$ cat src/inc/sync_out_regs.svh
// register offsets, reset values and command codes for the output sync block
`ifndef SYNC_OUT_REGS_SVH
`define SYNC_OUT_REGS_SVH
`define SUB_SYNC_MODE 8'h01
`define SUB_CYCLE_TIME 8'h02
`define SUB_SHIFT_TIME 8'h03
`define SUB_SUPPORTED 8'h04
`define SUB_MIN_CYCLE 8'h05
`define SUB_CALC_COPY 8'h06
`define SUB_MIN_DELAY 8'h07
`define SUB_COMMAND 8'h08
`define SUB_DELAY_TIME 8'h09
`define SUB_MISSED 8'h0b
`define SUB_OVERRUN 8'h0c
`define SUB_SHORT_SHIFT 8'h0d
`define SUB_LATE_FLAG 8'h20
`define RST_SYNC_MODE 16'h0001
`define RST_CYCLE_TIME 32'h000f4240
`define RST_SUPPORTED 16'h4807
`define RST_MIN_CYCLE 32'h000103c4
`define CMD_START 16'h0001
`define CMD_STOP 16'h0000
`define NS_PER_CLK 32'h0000000a
`endif

$ cat src/inc/sync_out_pkg.sv
// types for the output sync parameter block
package sync_out_pkg;
  typedef enum logic [1:0]
  {
    MODE_FREE_RUN = 2'b00,
    MODE_SM_EVENT = 2'b01,
    MODE_DC_SYNC0 = 2'b10,
    MODE_DC_SYNC1 = 2'b11
  } sync_mode_t;
  typedef enum logic [1:0]
  {
    ST_IDLE = 2'b00,
    ST_WAIT = 2'b01,
    ST_TIMING = 2'b10
  } meas_state_t;
endpackage

$ cat src/inc/err_cnt_if.sv
// carrier between top and saturating error counters
`timescale 1ns/1ps
interface err_cnt_if;
  logic bump;
  logic [15:0] count;
  modport owner (output bump, input count);
  modport counter (input bump, output count);
endinterface

$ cat src/design/sync_out_params.sv
// output synchronisation parameter entries with timing measurement
// Functional notes
// - modes 0 free, 1 sm event, 2 sync0
// - mode 3 syncs outputs to sync1
// - 32-bit cycle time, reset 0x000f4240
// - read-only shift time sync0 to output
// - supported modes word reads 0x4807
// - minimum cycle time resets to 0x000103c4
// - read-only minimum sync0 to sync1 gap
// - command 1 starts, 0 stops measurement
// - keep maxima, clear before next measurement
// - read-only delay sync1 to output
// - count missed sm events in dc op
// - count overruns and early cycles in op
// - count too-short sync0 to sync1 gaps
// - late output flag, dc mode only
`timescale 1ns/1ps
`include "sync_out_regs.svh"
module sync_out_params
  import sync_out_pkg::*;
(
  input wire logic clk,
  input wire logic reset_n,
  // object dictionary access, subindex selects the entry
  input wire logic [7:0] sub_index,
  input wire logic wr_en,
  input wire logic rd_en,
  input wire logic [31:0] wr_data,
  output logic [31:0] rd_data,
  output logic rd_valid,
  output logic rd_error,
  // device state and sync events
  input wire logic operational,
  input wire logic sm_event,
  input wire logic sync0_event,
  input wire logic sync1_event,
  input wire logic cycle_done,
  input wire logic outputs_driven,
  // mode and period for the output logic
  output sync_mode_t sync_mode,
  output logic [31:0] cycle_time,
  output logic late_output_flag
);
  typedef struct packed
  {
    sync_mode_t mode;
    logic [31:0] cycle_time;
    logic [15:0] measure_command;
    meas_state_t meas;
    logic [31:0] shift_time;
    logic [31:0] calc_copy_time;
    logic [31:0] minimum_delay_time;
    logic [31:0] output_delay_time;
    logic [31:0] minimum_cycle_time;
    logic [31:0] since_sync0; // ns since last sync0
    logic [31:0] since_sync1; // ns since last sync1
    logic [31:0] since_cycle; // ns since cycle start
    logic cycle_open; // cycle started, not done
    logic sm_seen; // sm event since last sync0
    logic driven_seen; // outputs driven this cycle
    logic late;
    logic [31:0] rd_data;
    logic rd_valid;
    logic rd_error;
  } top_state_t;
  top_state_t state;
  top_state_t next_state;
  err_cnt_if missed_if();
  err_cnt_if overrun_if();
  err_cnt_if short_if();
  logic dc_mode;
  logic cycle_start;
  assign dc_mode = (state.mode == MODE_DC_SYNC0) || (state.mode == MODE_DC_SYNC1);
  // cycle start source follows the mode
  // sync1 paces outputs in mode 3
  always_comb
  begin
    case (state.mode)
      MODE_FREE_RUN: cycle_start = state.since_cycle >= state.cycle_time;
      MODE_SM_EVENT: cycle_start = sm_event;
      MODE_DC_SYNC0: cycle_start = sync0_event;
      MODE_DC_SYNC1: cycle_start = sync1_event;
      default: cycle_start = 1'b0;
    endcase
  end
  // sync0 with no sm event since the last one
  assign missed_if.bump = dc_mode && operational && sync0_event && !state.sm_seen;
  assign overrun_if.bump = operational && state.cycle_open &&
    (cycle_start || state.since_cycle > state.cycle_time);
  // sync1 sooner than the calc-and-copy minimum
  assign short_if.bump = dc_mode && sync1_event &&
    (state.since_sync0 < state.calc_copy_time);
  // saturating error counters
  sat_counter u_missed (.clk(clk), .reset_n(reset_n), .port_c(missed_if.counter));
  sat_counter u_overrun (.clk(clk), .reset_n(reset_n), .port_c(overrun_if.counter));
  sat_counter u_short (.clk(clk), .reset_n(reset_n), .port_c(short_if.counter));
  // next-state logic: register access, measurement, cycle tracking
  always_comb
  begin
    next_state = state;
    next_state.rd_valid = 1'b0;
    next_state.rd_error = 1'b0;
    // elapsed time counters, stop one step short of the top so they never alias
    // steps are whole clocks, so an equality test against all ones would never hit
    if (state.since_sync0 <= (32'hffffffff - `NS_PER_CLK))
    begin
      next_state.since_sync0 = state.since_sync0 + `NS_PER_CLK;
    end
    if (state.since_sync1 <= (32'hffffffff - `NS_PER_CLK))
    begin
      next_state.since_sync1 = state.since_sync1 + `NS_PER_CLK;
    end
    if (state.since_cycle <= (32'hffffffff - `NS_PER_CLK))
    begin
      next_state.since_cycle = state.since_cycle + `NS_PER_CLK;
    end
    // events load one clock, so the value seen at a later edge is the true gap
    if (sync0_event)
    begin
      next_state.since_sync0 = `NS_PER_CLK;
      next_state.sm_seen = 1'b0;
    end
    if (sync1_event)
    begin
      next_state.since_sync1 = `NS_PER_CLK;
    end
    if (sm_event)
    begin
      next_state.sm_seen = 1'b1;
    end
    if (cycle_done)
    begin
      next_state.cycle_open = 1'b0;
    end
    // an overrun closes the cycle, so it counts once and not every clock
    if (overrun_if.bump)
    begin
      next_state.cycle_open = 1'b0;
    end
    if (outputs_driven)
    begin
      next_state.driven_seen = 1'b1;
    end
    // cycle boundary: judge the finished cycle, open a new one
    if (cycle_start)
    begin
      next_state.since_cycle = `NS_PER_CLK;
      next_state.cycle_open = 1'b1;
      next_state.driven_seen = 1'b0;
      // late if outputs not driven in time
      next_state.late = dc_mode && !(state.driven_seen || outputs_driven);
    end
    if (!dc_mode)
    begin
      next_state.late = 1'b0;
    end
    if (state.meas == ST_TIMING)
    begin
      if (outputs_driven && dc_mode && state.since_sync0 > state.shift_time)
      begin
        next_state.shift_time = state.since_sync0;
      end
      if (outputs_driven && dc_mode && state.since_sync1 > state.output_delay_time)
      begin
        next_state.output_delay_time = state.since_sync1;
      end
      if (sync1_event && dc_mode && state.since_sync0 > state.calc_copy_time)
      begin
        next_state.calc_copy_time = state.since_sync0;
      end
      if (cycle_done && state.since_cycle > state.minimum_cycle_time)
      begin
        next_state.minimum_cycle_time = state.since_cycle;
      end
      if (outputs_driven && state.since_cycle > state.minimum_delay_time)
      begin
        next_state.minimum_delay_time = state.since_cycle;
      end
    end
    // measurement sequencing
    case (state.meas)
      ST_IDLE: next_state.meas = ST_IDLE;
      ST_WAIT:
      begin
        next_state.shift_time = 32'h0;
        next_state.calc_copy_time = 32'h0;
        next_state.minimum_delay_time = 32'h0;
        next_state.output_delay_time = 32'h0;
        next_state.minimum_cycle_time = 32'h0;
        next_state.meas = ST_TIMING;
      end
      ST_TIMING: next_state.meas = ST_TIMING;
      default: next_state.meas = ST_IDLE;
    endcase
    // entry writes; read-only entries ignore the write
    if (wr_en)
    begin
      case (sub_index)
        `SUB_SYNC_MODE: next_state.mode = sync_mode_t'(wr_data[1:0]);
        `SUB_CYCLE_TIME: next_state.cycle_time = wr_data;
        `SUB_COMMAND:
        begin
          next_state.measure_command = wr_data[15:0];
          if (wr_data[15:0] == `CMD_START)
          begin
            next_state.meas = ST_WAIT;
          end
          else if (wr_data[15:0] == `CMD_STOP)
          begin
            next_state.meas = ST_IDLE;
          end
        end
        default: next_state.rd_error = 1'b0;
      endcase
    end
    // entry reads, answered one cycle later
    if (rd_en)
    begin
      next_state.rd_valid = 1'b1;
      case (sub_index)
        `SUB_SYNC_MODE: next_state.rd_data = {30'h0, state.mode};
        `SUB_CYCLE_TIME: next_state.rd_data = state.cycle_time;
        `SUB_SHIFT_TIME: next_state.rd_data = state.shift_time;
        `SUB_SUPPORTED: next_state.rd_data = {16'h0, `RST_SUPPORTED};
        `SUB_MIN_CYCLE: next_state.rd_data = state.minimum_cycle_time;
        `SUB_CALC_COPY: next_state.rd_data = state.calc_copy_time;
        `SUB_MIN_DELAY: next_state.rd_data = state.minimum_delay_time;
        `SUB_COMMAND: next_state.rd_data = {16'h0, state.measure_command};
        `SUB_DELAY_TIME: next_state.rd_data = state.output_delay_time;
        `SUB_MISSED: next_state.rd_data = {16'h0, missed_if.count};
        `SUB_OVERRUN: next_state.rd_data = {16'h0, overrun_if.count};
        `SUB_SHORT_SHIFT: next_state.rd_data = {16'h0, short_if.count};
        `SUB_LATE_FLAG: next_state.rd_data = {31'h0, state.late};
        default:
        begin
          next_state.rd_data = 32'h0;
          next_state.rd_error = 1'b1;
        end
      endcase
    end
  end
  // single state register
  always_ff @(posedge clk)
  begin
    if (!reset_n)
    begin
      state <= '0;
      state.mode <= sync_mode_t'(2'(`RST_SYNC_MODE));
      state.cycle_time <= `RST_CYCLE_TIME;
      state.minimum_cycle_time <= `RST_MIN_CYCLE;
    end
    else
    begin
      state <= next_state;
    end
  end
  assign rd_data = state.rd_data;
  assign rd_valid = state.rd_valid;
  assign rd_error = state.rd_error;
  assign sync_mode = state.mode;
  assign cycle_time = state.cycle_time;
  assign late_output_flag = state.late;
  // start write enters wait next cycle, shift maximum cleared the cycle after
  a_start_clears: assert property (@(posedge clk) disable iff (!reset_n)
    wr_en && sub_index == `SUB_COMMAND && wr_data[15:0] == `CMD_START
    |=> state.meas == ST_WAIT ##1 state.shift_time == 32'h0)
    else $error("start did not clear maxima");
  // flag stays low outside dc modes
  a_late_dc_only: assert property (@(posedge clk) disable iff (!reset_n)
    !$past(dc_mode) |-> !late_output_flag)
    else $error("late flag outside dc mode");
  a_supported_word: assert property (@(posedge clk) disable iff (!reset_n)
    rd_en && sub_index == `SUB_SUPPORTED |=> rd_valid && rd_data == 32'h00004807)
    else $error("supported modes wrong");
  a_missed_count: assert property (@(posedge clk) disable iff (!reset_n)
    missed_if.bump && missed_if.count != 16'hffff
    |=> missed_if.count == $past(missed_if.count) + 16'h0001)
    else $error("missed count not bumped");
  a_overrun_count: assert property (@(posedge clk) disable iff (!reset_n)
    overrun_if.bump && overrun_if.count != 16'hffff
    |=> overrun_if.count == $past(overrun_if.count) + 16'h0001)
    else $error("overrun count not bumped");
  a_short_count: assert property (@(posedge clk) disable iff (!reset_n)
    short_if.bump && short_if.count != 16'hffff
    |=> short_if.count == $past(short_if.count) + 16'h0001)
    else $error("short count not bumped");
  a_cycle_write: assert property (@(posedge clk) disable iff (!reset_n)
    wr_en && sub_index == `SUB_CYCLE_TIME |=> cycle_time == $past(wr_data))
    else $error("cycle time not written");
  a_max_hold: assert property (@(posedge clk) disable iff (!reset_n)
    state.meas == ST_TIMING && $past(state.meas) == ST_TIMING
    |-> state.shift_time >= $past(state.shift_time))
    else $error("shift maximum shrank");
endmodule

$ cat src/design/sat_counter.sv
// 16-bit saturating event counter
`timescale 1ns/1ps
module sat_counter
  import sync_out_pkg::*;
(
  input wire logic clk,
  input wire logic reset_n,
  err_cnt_if.counter port_c
);
  typedef struct packed
  {
    logic [15:0] count;
  } cnt_state_t;
  cnt_state_t state;
  cnt_state_t next_state;
  // step unless already pinned at the top
  always_comb
  begin
    next_state = state;
    if (port_c.bump && state.count != 16'hffff)
    begin
      next_state.count = state.count + 16'h0001;
    end
  end
  // registered count, cleared by reset
  always_ff @(posedge clk)
  begin
    if (!reset_n)
    begin
      state <= '0;
    end
    else
    begin
      state <= next_state;
    end
  end
  assign port_c.count = state.count;
  a_count_saturates: assert property (@(posedge clk) disable iff (!reset_n)
    $past(state.count) == 16'hffff |-> state.count == 16'hffff)
    else $error("counter wrapped");
endmodule

$ cat config.mk
export PLATFORM = sky130hd
export DESIGN_NAME = sync_out_params
export DESIGN_NICKNAME = d
export VERILOG_FILES = /design/src/inc/sync_out_pkg.sv /design/src/inc/err_cnt_if.sv /design/src/design/sync_out_params.sv /design/src/design/sat_counter.sv
export VERILOG_INCLUDE_DIRS = /design/src /design/src/inc
export SDC_FILE = /design/constraint.sdc
export NUM_CORES = 1
export LEC_CHECK = 0
export ABC_AREA = 1
export BUFFER_PORTS_ARGS = -buffer_cell sky130_fd_sc_hd__buf_2
export CAP_MARGIN = 20
export CORE_MARGIN = 2
export CORE_UTILIZATION = 65
export CTS_CLUSTER_DIAMETER = 50
export DETAILED_ROUTE_END_ITERATION = 10
export GPL_TIMING_DRIVEN = 0
export PLACE_DENSITY = 0.89
export SETUP_SLACK_MARGIN = 0.15
export SYNTH_ARGS = -nofsm -noshare
export SYNTH_HDL_FRONTEND = slang
export SYNTH_SLANG_ARGS = --single-unit
$ cat constraint.sdc
create_clock -name clk -period 5.1 [get_ports clk]
set_input_delay 0.51 -clock clk [delete_from_list [all_inputs] [get_ports clk]]
set_output_delay 0.51 -clock clk [all_outputs]
set_load 0.02 [all_outputs]
==> impl_metrics.json, run 1 <==
{
  "htreeDepth": 2,
  "cp_cell_sequence": "ha_1 -> nand2_1 -> inv_1 -> o21ai_1 -> a21oi_1 -> nor2_1 -> a21boi_1 -> nand2_1 -> nand2_2 -> clkbuf_1 -> a21oi_1",
  "slew-limit-headroom_pct": 25.24,
  "drt_wl_total_um": 82110,
  "ios": 119,
  "cts.sinks": 386,
  "status": "finished clean",
  "drive_gt1_share_pct": 12.13,
  "finalMaxSlewViolations": 0,
  "synth_cells": 3284,
  "row_count": 69,
  "gp_congestion": 1.056,
  "vias": 24296,
  "cts_tree": "yes",
  "dieArea_um2": 37480,
  "clkLatencyLatePin_ps": 590,
  "rsz0062_at_grt": "no",
  "area_delta_synth_final_pct": 11.45,
  "cts.clk_slew.worst_paths_ps": 60,
  "cp_max_fo": 10,
  "setup_viol": 0,
  "clock.fmax_ghz": 0.3139,
  "grt_pass1_wl_um": 125700,
  "synth_nets": 3528,
  "worstPathArrival_ps": 3610,
  "grt-ovfl-total": 0,
  "yosysSeqAreaShare_pct": 33.07,
  "postCtsSetupBuffers": 0,
  "ys_ff_latch": 386,
  "postSynthAreaPerCell_um2": 7.116,
  "finalHoldViolations": 0,
  "critPathKind": "reg2reg",
  "antenna_found_initial": 2,
  "die_h_um": 193.6,
  "diodes": 0,
  "yosysUniqueCellTypes": 59,
  "dp_hpwl_um": 64060,
  "fin_crit_sh_pct": 62.47,
  "syn_area_um2": 23370,
  "fin_ws_ps": 1914,
  "fin_nets": 3694,
  "initial_core_util_pct": 65.86,
  "maxCapViolations": 0,
  "ir_worst_vdd_v": 0.0003140,
  "start_kind": "flip-flop",
  "drt_iter0_markers": 3038,
  "cts_buffers": 47,
  "cts-root-buf": "clkbuf_16",
  "synth_edf_count": 0,
  "cellPowerDensity_nw_per_um2": 256.2,
  "yosys_warnings": 0,
  "grt_pass1_vias": 22455,
  "grt_max_degree": 13,
  "ant_nets": 0,
  "total_power_mw": 6.673,
  "regArea_um2": 7727,
  "crit_slowest_cell": "dfxtp_1",
  "post_drt_via_cell_ratio": 6.156,
  "clockBufferDepth": 3,
  "die_w_um": 193.6,
  "finClkSkew_ps": 36.16,
  "async_reset_ff_share_pct": 0,
  "required_ps": 5530,
  "drtPass1Iterations": 7,
  "worstMarginPinSlew_ps": 1121,
  "p_leak_nw": 11.02,
  "place_ws_ps": 2151,
  "gr-usage-all-layers_pct": 42.67,
  "ys.flop_type": "dfxtp_1",
  "hold_path.class": "in2reg",
  "core_area_um2": 35480,
  "port_buffers": 117,
  "cpPeakStageDelay_ps": 670,
  "multi_input_area_um2": 12820,
  "endpoint_kind": "flip-flop",
  "cts-hold-fix-buffers": 0,
  "finalSetupTns_ps": 0,
  "min_period_ps": 3186,
  "fill_cells": 2892,
  "post_drt_wl_per_cell_um": 20.80,
  "cts_resized": 0,
  "drc": 0
}
==> routing by layer <==
| layer | vias up | wire length (um) | part of all wire (%) | GRT usage (%) |
|---|---|---|---|---|
| li1 | 11267 | - | - | - |
| met1 | 11114 | 32540 | 40 | 58.26 |
| met2 | 1631 | 33600 | 41 | 61.73 |
| met3 | 280 | 10320 | 13 | 8.645 |
| met4 | 4 | 5624 | 6.8 | 26.77 |
| met5 | - | 23 | 0.028 | 0 |
==> layout make-up <==
type,instances,share of cell area [%]
Timing Repair Buffer,117,2.248
Clock buffer,66,5.136
Multi-Input combinational cell,2248,49.22
Clock inverter,19,0.6726
Inverter,471,6.798
Sequential cell,386,29.67
Buffer,179,4.040
Tap cell,461,2.215
==> registers in the layout, indices dropped and copies added, names as in the netlist <==
register / count
rd_error: 1
u_overrun.port_c.count: 16
rd_data: 32
late_output_flag: 1
state: 269
rd_valid: 1
cycle_time: 32
u_short.port_c.count: 16
u_missed.port_c.count: 16
sync_mode: 2
==> critical path: cells and delay by family (launching register included) <==
| family | cells | cell delay [ps] |
|---|---|---|
| simple gates | 4 | 810 |
| compound gates | 4 | 720 |
| flops | 1 | 670 |
| buf+inv | 2 | 480 |
| fa+ha+maj | 1 | 350 |
==> metrics by stage <==
step                util [%]  hold WS (ps)  instance area [um^2]  std cells
global placement       69.14         448.7                 24530       3862
global route           73.40         159.9                 26040       3947
finish                 73.40         140.5                 26040       3947
CTS                    73.40         135.3                 26040       3947
floorplan                  -         429.7                 23370       3284
detailed placement     69.14         456.0                 24530       3862
==> power breakdown <==
group,switching (mW),internal (mW)
Sequential,0.0213,3.03
Combinational,0.219,0.0812
Clock,1.39,1.94
Total,1.63,5.04
==> path summary, 6_finish.rpt <==
path | startpoint | to | slack [ps] | depth (start not counted)
max reg2reg | state[127] | state[243] | 1910 | 11
min reg2reg | rd_data[20] | rd_data[20] | 460 | 2
max | state[127] | state[243] | 1910 | 11
min | wr_data[16] | cycle_time[16] | 140 | 3
==> kinds of logic after synthesis <==
kind of cell | synth area share [%]
simple gates | 23.71
flops | 33.07
compound gates | 17.98
buf+inv | 12.08
fa+ha+maj | 10.39
xor+xnor | 2.773
==> placed cells by master (no fill, tap or decap), types with 22 or more instances in the layout <==
master       n
buf_4       71
nor2_1     283
clkbuf_16   47
nor3_1      86
nand2_1    516
ha_1       194
o21ai_0    234
nand2_2     24
o221ai_1    33
a211oi_1    26
o22ai_1     43
inv_1      449
o21ai_1     22
a21oi_1    347
nand3_1    156
dfxtp_1    386
clkbuf_1    62
nand4_1     69
buf_2      162
xor2_1      58
==> Yosys cell counts, drive strengths merged (11+ instances only) <==
master / instances / area share [%]
o211ai: 11 / 0.35
nand4: 73 / 2.1
ha: 194 / 10
a21oi: 357 / 7.8
nor3: 97 / 2.4
o21ai: 256 / 5.5
nor4: 25 / 0.85
buf: 124 / 3.6
o221ai: 33 / 1.2
nor2: 301 / 5.2
xnor2: 16 / 0.60
a211oi: 26 / 0.84
nand2: 543 / 9.1
clkbuf: 55 / 0.90
xor2: 58 / 2.2
o22ai: 43 / 1.2
dfxtp: 386 / 33
a31oi: 17 / 0.46
nand3: 161 / 3.6
inv: 467 / 7.5
No activity file was read; power rests on OpenSTA's default activity.
==> run 2, diff against run 1 <==
--- a/config.mk
+++ b/config.mk
@@ -10,11 +10,11 @@
 export BUFFER_PORTS_ARGS = -buffer_cell sky130_fd_sc_hd__buf_2
 export CAP_MARGIN = 20
 export CORE_MARGIN = 2
-export CORE_UTILIZATION = 65
+export CORE_UTILIZATION = 56
 export CTS_CLUSTER_DIAMETER = 50
 export DETAILED_ROUTE_END_ITERATION = 10
 export GPL_TIMING_DRIVEN = 0
-export PLACE_DENSITY = 0.89
+export PLACE_DENSITY = 0.82
 export SETUP_SLACK_MARGIN = 0.15
 export SYNTH_ARGS = -nofsm -noshare
 export SYNTH_HDL_FRONTEND = slang
==> constraint.sdc (replaced) <==
create_clock -name clk -period 2.9 [get_ports clk]
set_input_delay 0.29 -clock clk [delete_from_list [all_inputs] [get_ports clk]]
set_output_delay 0.29 -clock clk [all_outputs]
set_load 0.02 [all_outputs]
==> impl_metrics.json, run 2 (synthesis gave the netlist of run 1 again) <==
{
  "status": "finished clean",
  "fin_nets": 3724,
  "antenna_found_initial": 3,
  "fill_cells": 3651,
  "endpoint_kind": "flip-flop",
  "hold_depth": 3,
  "grt_pass1_vias": 21488,
  "clkLatencyLatePin_ps": 610,
  "regArea_um2": 7761,
  "die_w_um": 208.3,
  "reg2reg_from": "state[54]",
  "diodes": 0,
  "cp_max_fo": 10,
  "critPathKind": "reg2reg",
  "startpoint": "state[54]",
  "dieArea_um2": 43380,
  "post_drt_wl_per_cell_um": 19.51,
  "wl_met3_um": 8508,
  "die_h_um": 208.3,
  "required_ps": 3410,
  "finalHoldViolations": 0,
  "top_register": "state",
  "area_delta_synth_final_pct": 13.74,
  "vias": 23669,
  "ant_nets": 0,
  "drc": 0,
  "row_count": 74,
  "grt_pass1_wl_um": 121100,
  "start_kind": "flip-flop",
  "cts.sinks": 386,
  "cts_tree": "yes",
  "p_leak_nw": 11.21,
  "fin_ws_ps": 199.6,
  "initial_core_util_pct": 56.97,
  "gp_congestion": 1.050,
  "wl_met2_um": 32950,
  "drtPass1Iterations": 6,
  "mostFrequentLayoutCells": "nand2_1 (515), inv_1 (449), dfxtp_1 (359)",
  "fin_cells": 4047,
  "placedCellCount": 3933,
  "placed_cell_area_um2": 24620,
  "ff2ff_setup_slack_ps": 200,
  "cts_buffers": 48,
  "finalMaxSlewViolations": 0,
  "drive_gt1_share_pct": 13.40,
  "reg2regPathDepth": 10,
  "grt_max_degree": 14,
  "layout_commonest_cell": "nand2_1",
  "htreeDepth": 2,
  "largest_register_ff_count": 269,
  "multi_input_area_um2": 12890,
  "setup_viol": 0,
  "cts-root-buf": "clkbuf_16",
  "core_area_um2": 41020,
  "clock.fmax_ghz": 0.3703,
  "gr-usage-all-layers_pct": 35.57,
  "clockBufferDepth": 3,
  "worstPathArrival_ps": 3210,
  "worstMarginPinSlew_ps": 847.0,
  "port_buffers": 117,
  "fin_util_pct": 64.80,
  "dp_hpwl_um": 60360,
  "finalSetupTns_ps": 0,
  "ir_worst_vdd_v": 0.0004389,
  "maxCapViolations": 0,
  "drt_iter0_markers": 2673,
  "grt-ovfl-total": 0,
  "wl_met1_um": 32380,
  "drt_wl_total_um": 78970,
  "final_area_um2": 26580,
  "fin_crit_sh_pct": 93.12,
  "maxUsedRoutingLayer": "met5",
  "finClkSkew_ps": 42.81,
  "ios": 119,
  "place_ws_ps": 71.09,
  "post_drt_via_cell_ratio": 5.849,
  "min_period_ps": 2700,
  "hold_path.class": "in2reg",
  "crit_end": "state[214]",
  "rsz0062_at_grt": "yes",
  "cts.clk_slew.worst_paths_ps": 60,
  "cellPowerDensity_nw_per_um2": 443.8,
  "r2r_end": "state[214]",
  "slew-limit-headroom_pct": 43.53
}
==> run 2: routing by layer <==
metal  up-vias  global-route usage, %
met2      1274                  52.53
li1      11329                      -
met1     10835                  47.73
met3       229                  7.487
met4         2                  21.38
met5         -                      0
==> run 2: layout make-up <==
type / instances / share of cell area (%)
multi-input combinational: 2248 / 48.48
clock buffer: 62 / 5.056
clock inverter: 23 / 0.7532
buffer: 179 / 4.048
timing repair buffer: 146 / 3.295
inverter: 471 / 6.661
sequential: 386 / 29.20
tap: 532 / 2.504
==> run 2: worst min path at each step <==
stage                     slack, ps         from         end
after floorplan                 400        rd_en    rd_valid
after global placement          450   state[292]  state[292]
after detailed placement        450   state[270]  state[270]
after CTS                        20   wr_data[5]  state[301]
after global routing             30  wr_data[12]  state[308]
final                            30  wr_data[14]  state[310]
==> run 2: where the power goes <==
group / internal, mW / switching (mW) / leakage, nW / total (mW)
clock network: 3.38 / 2.50 / 0.747 / 5.88
registers: 5.32 / 0.0360 / 3.13 / 5.36
logic: 0.169 / 0.389 / 7.34 / 0.557
total: 8.87 / 2.93 / 11.2 / 11.8
==> run 2: what timing repair did <==
item / CTS / global route
hold buffers: 26 / 0
endpoints found under the hold margin: 29 / 0
setup endpoints to repair: 54 / 175
pin swaps: 1 / 2
gates resized for setup: 7 / 51
buffers inserted: 1 / 1
==> run 2: critical path, cell delays in order (launching register included) <==
cell	delay [ps]
dfxtp_1	720
ha_1	260
nand4_1	150
nor4_4	360
nand2_1	130
nand3b_1	120
nand2_1	190
inv_1	200
clkbuf_4	270
nand2_1	70
a21oi_1	140
==> run 2: per-stage QoR <==
step           hold slack (ps)  power [mW]
2_1_floorplan            402.5       5.761
3_3_place_gp             448.4       5.966
3_5_place_dp             451.9       5.973
4_1_cts                  17.33       11.77
5_1_grt                  25.84       12.07
6_report                 28.13       11.80
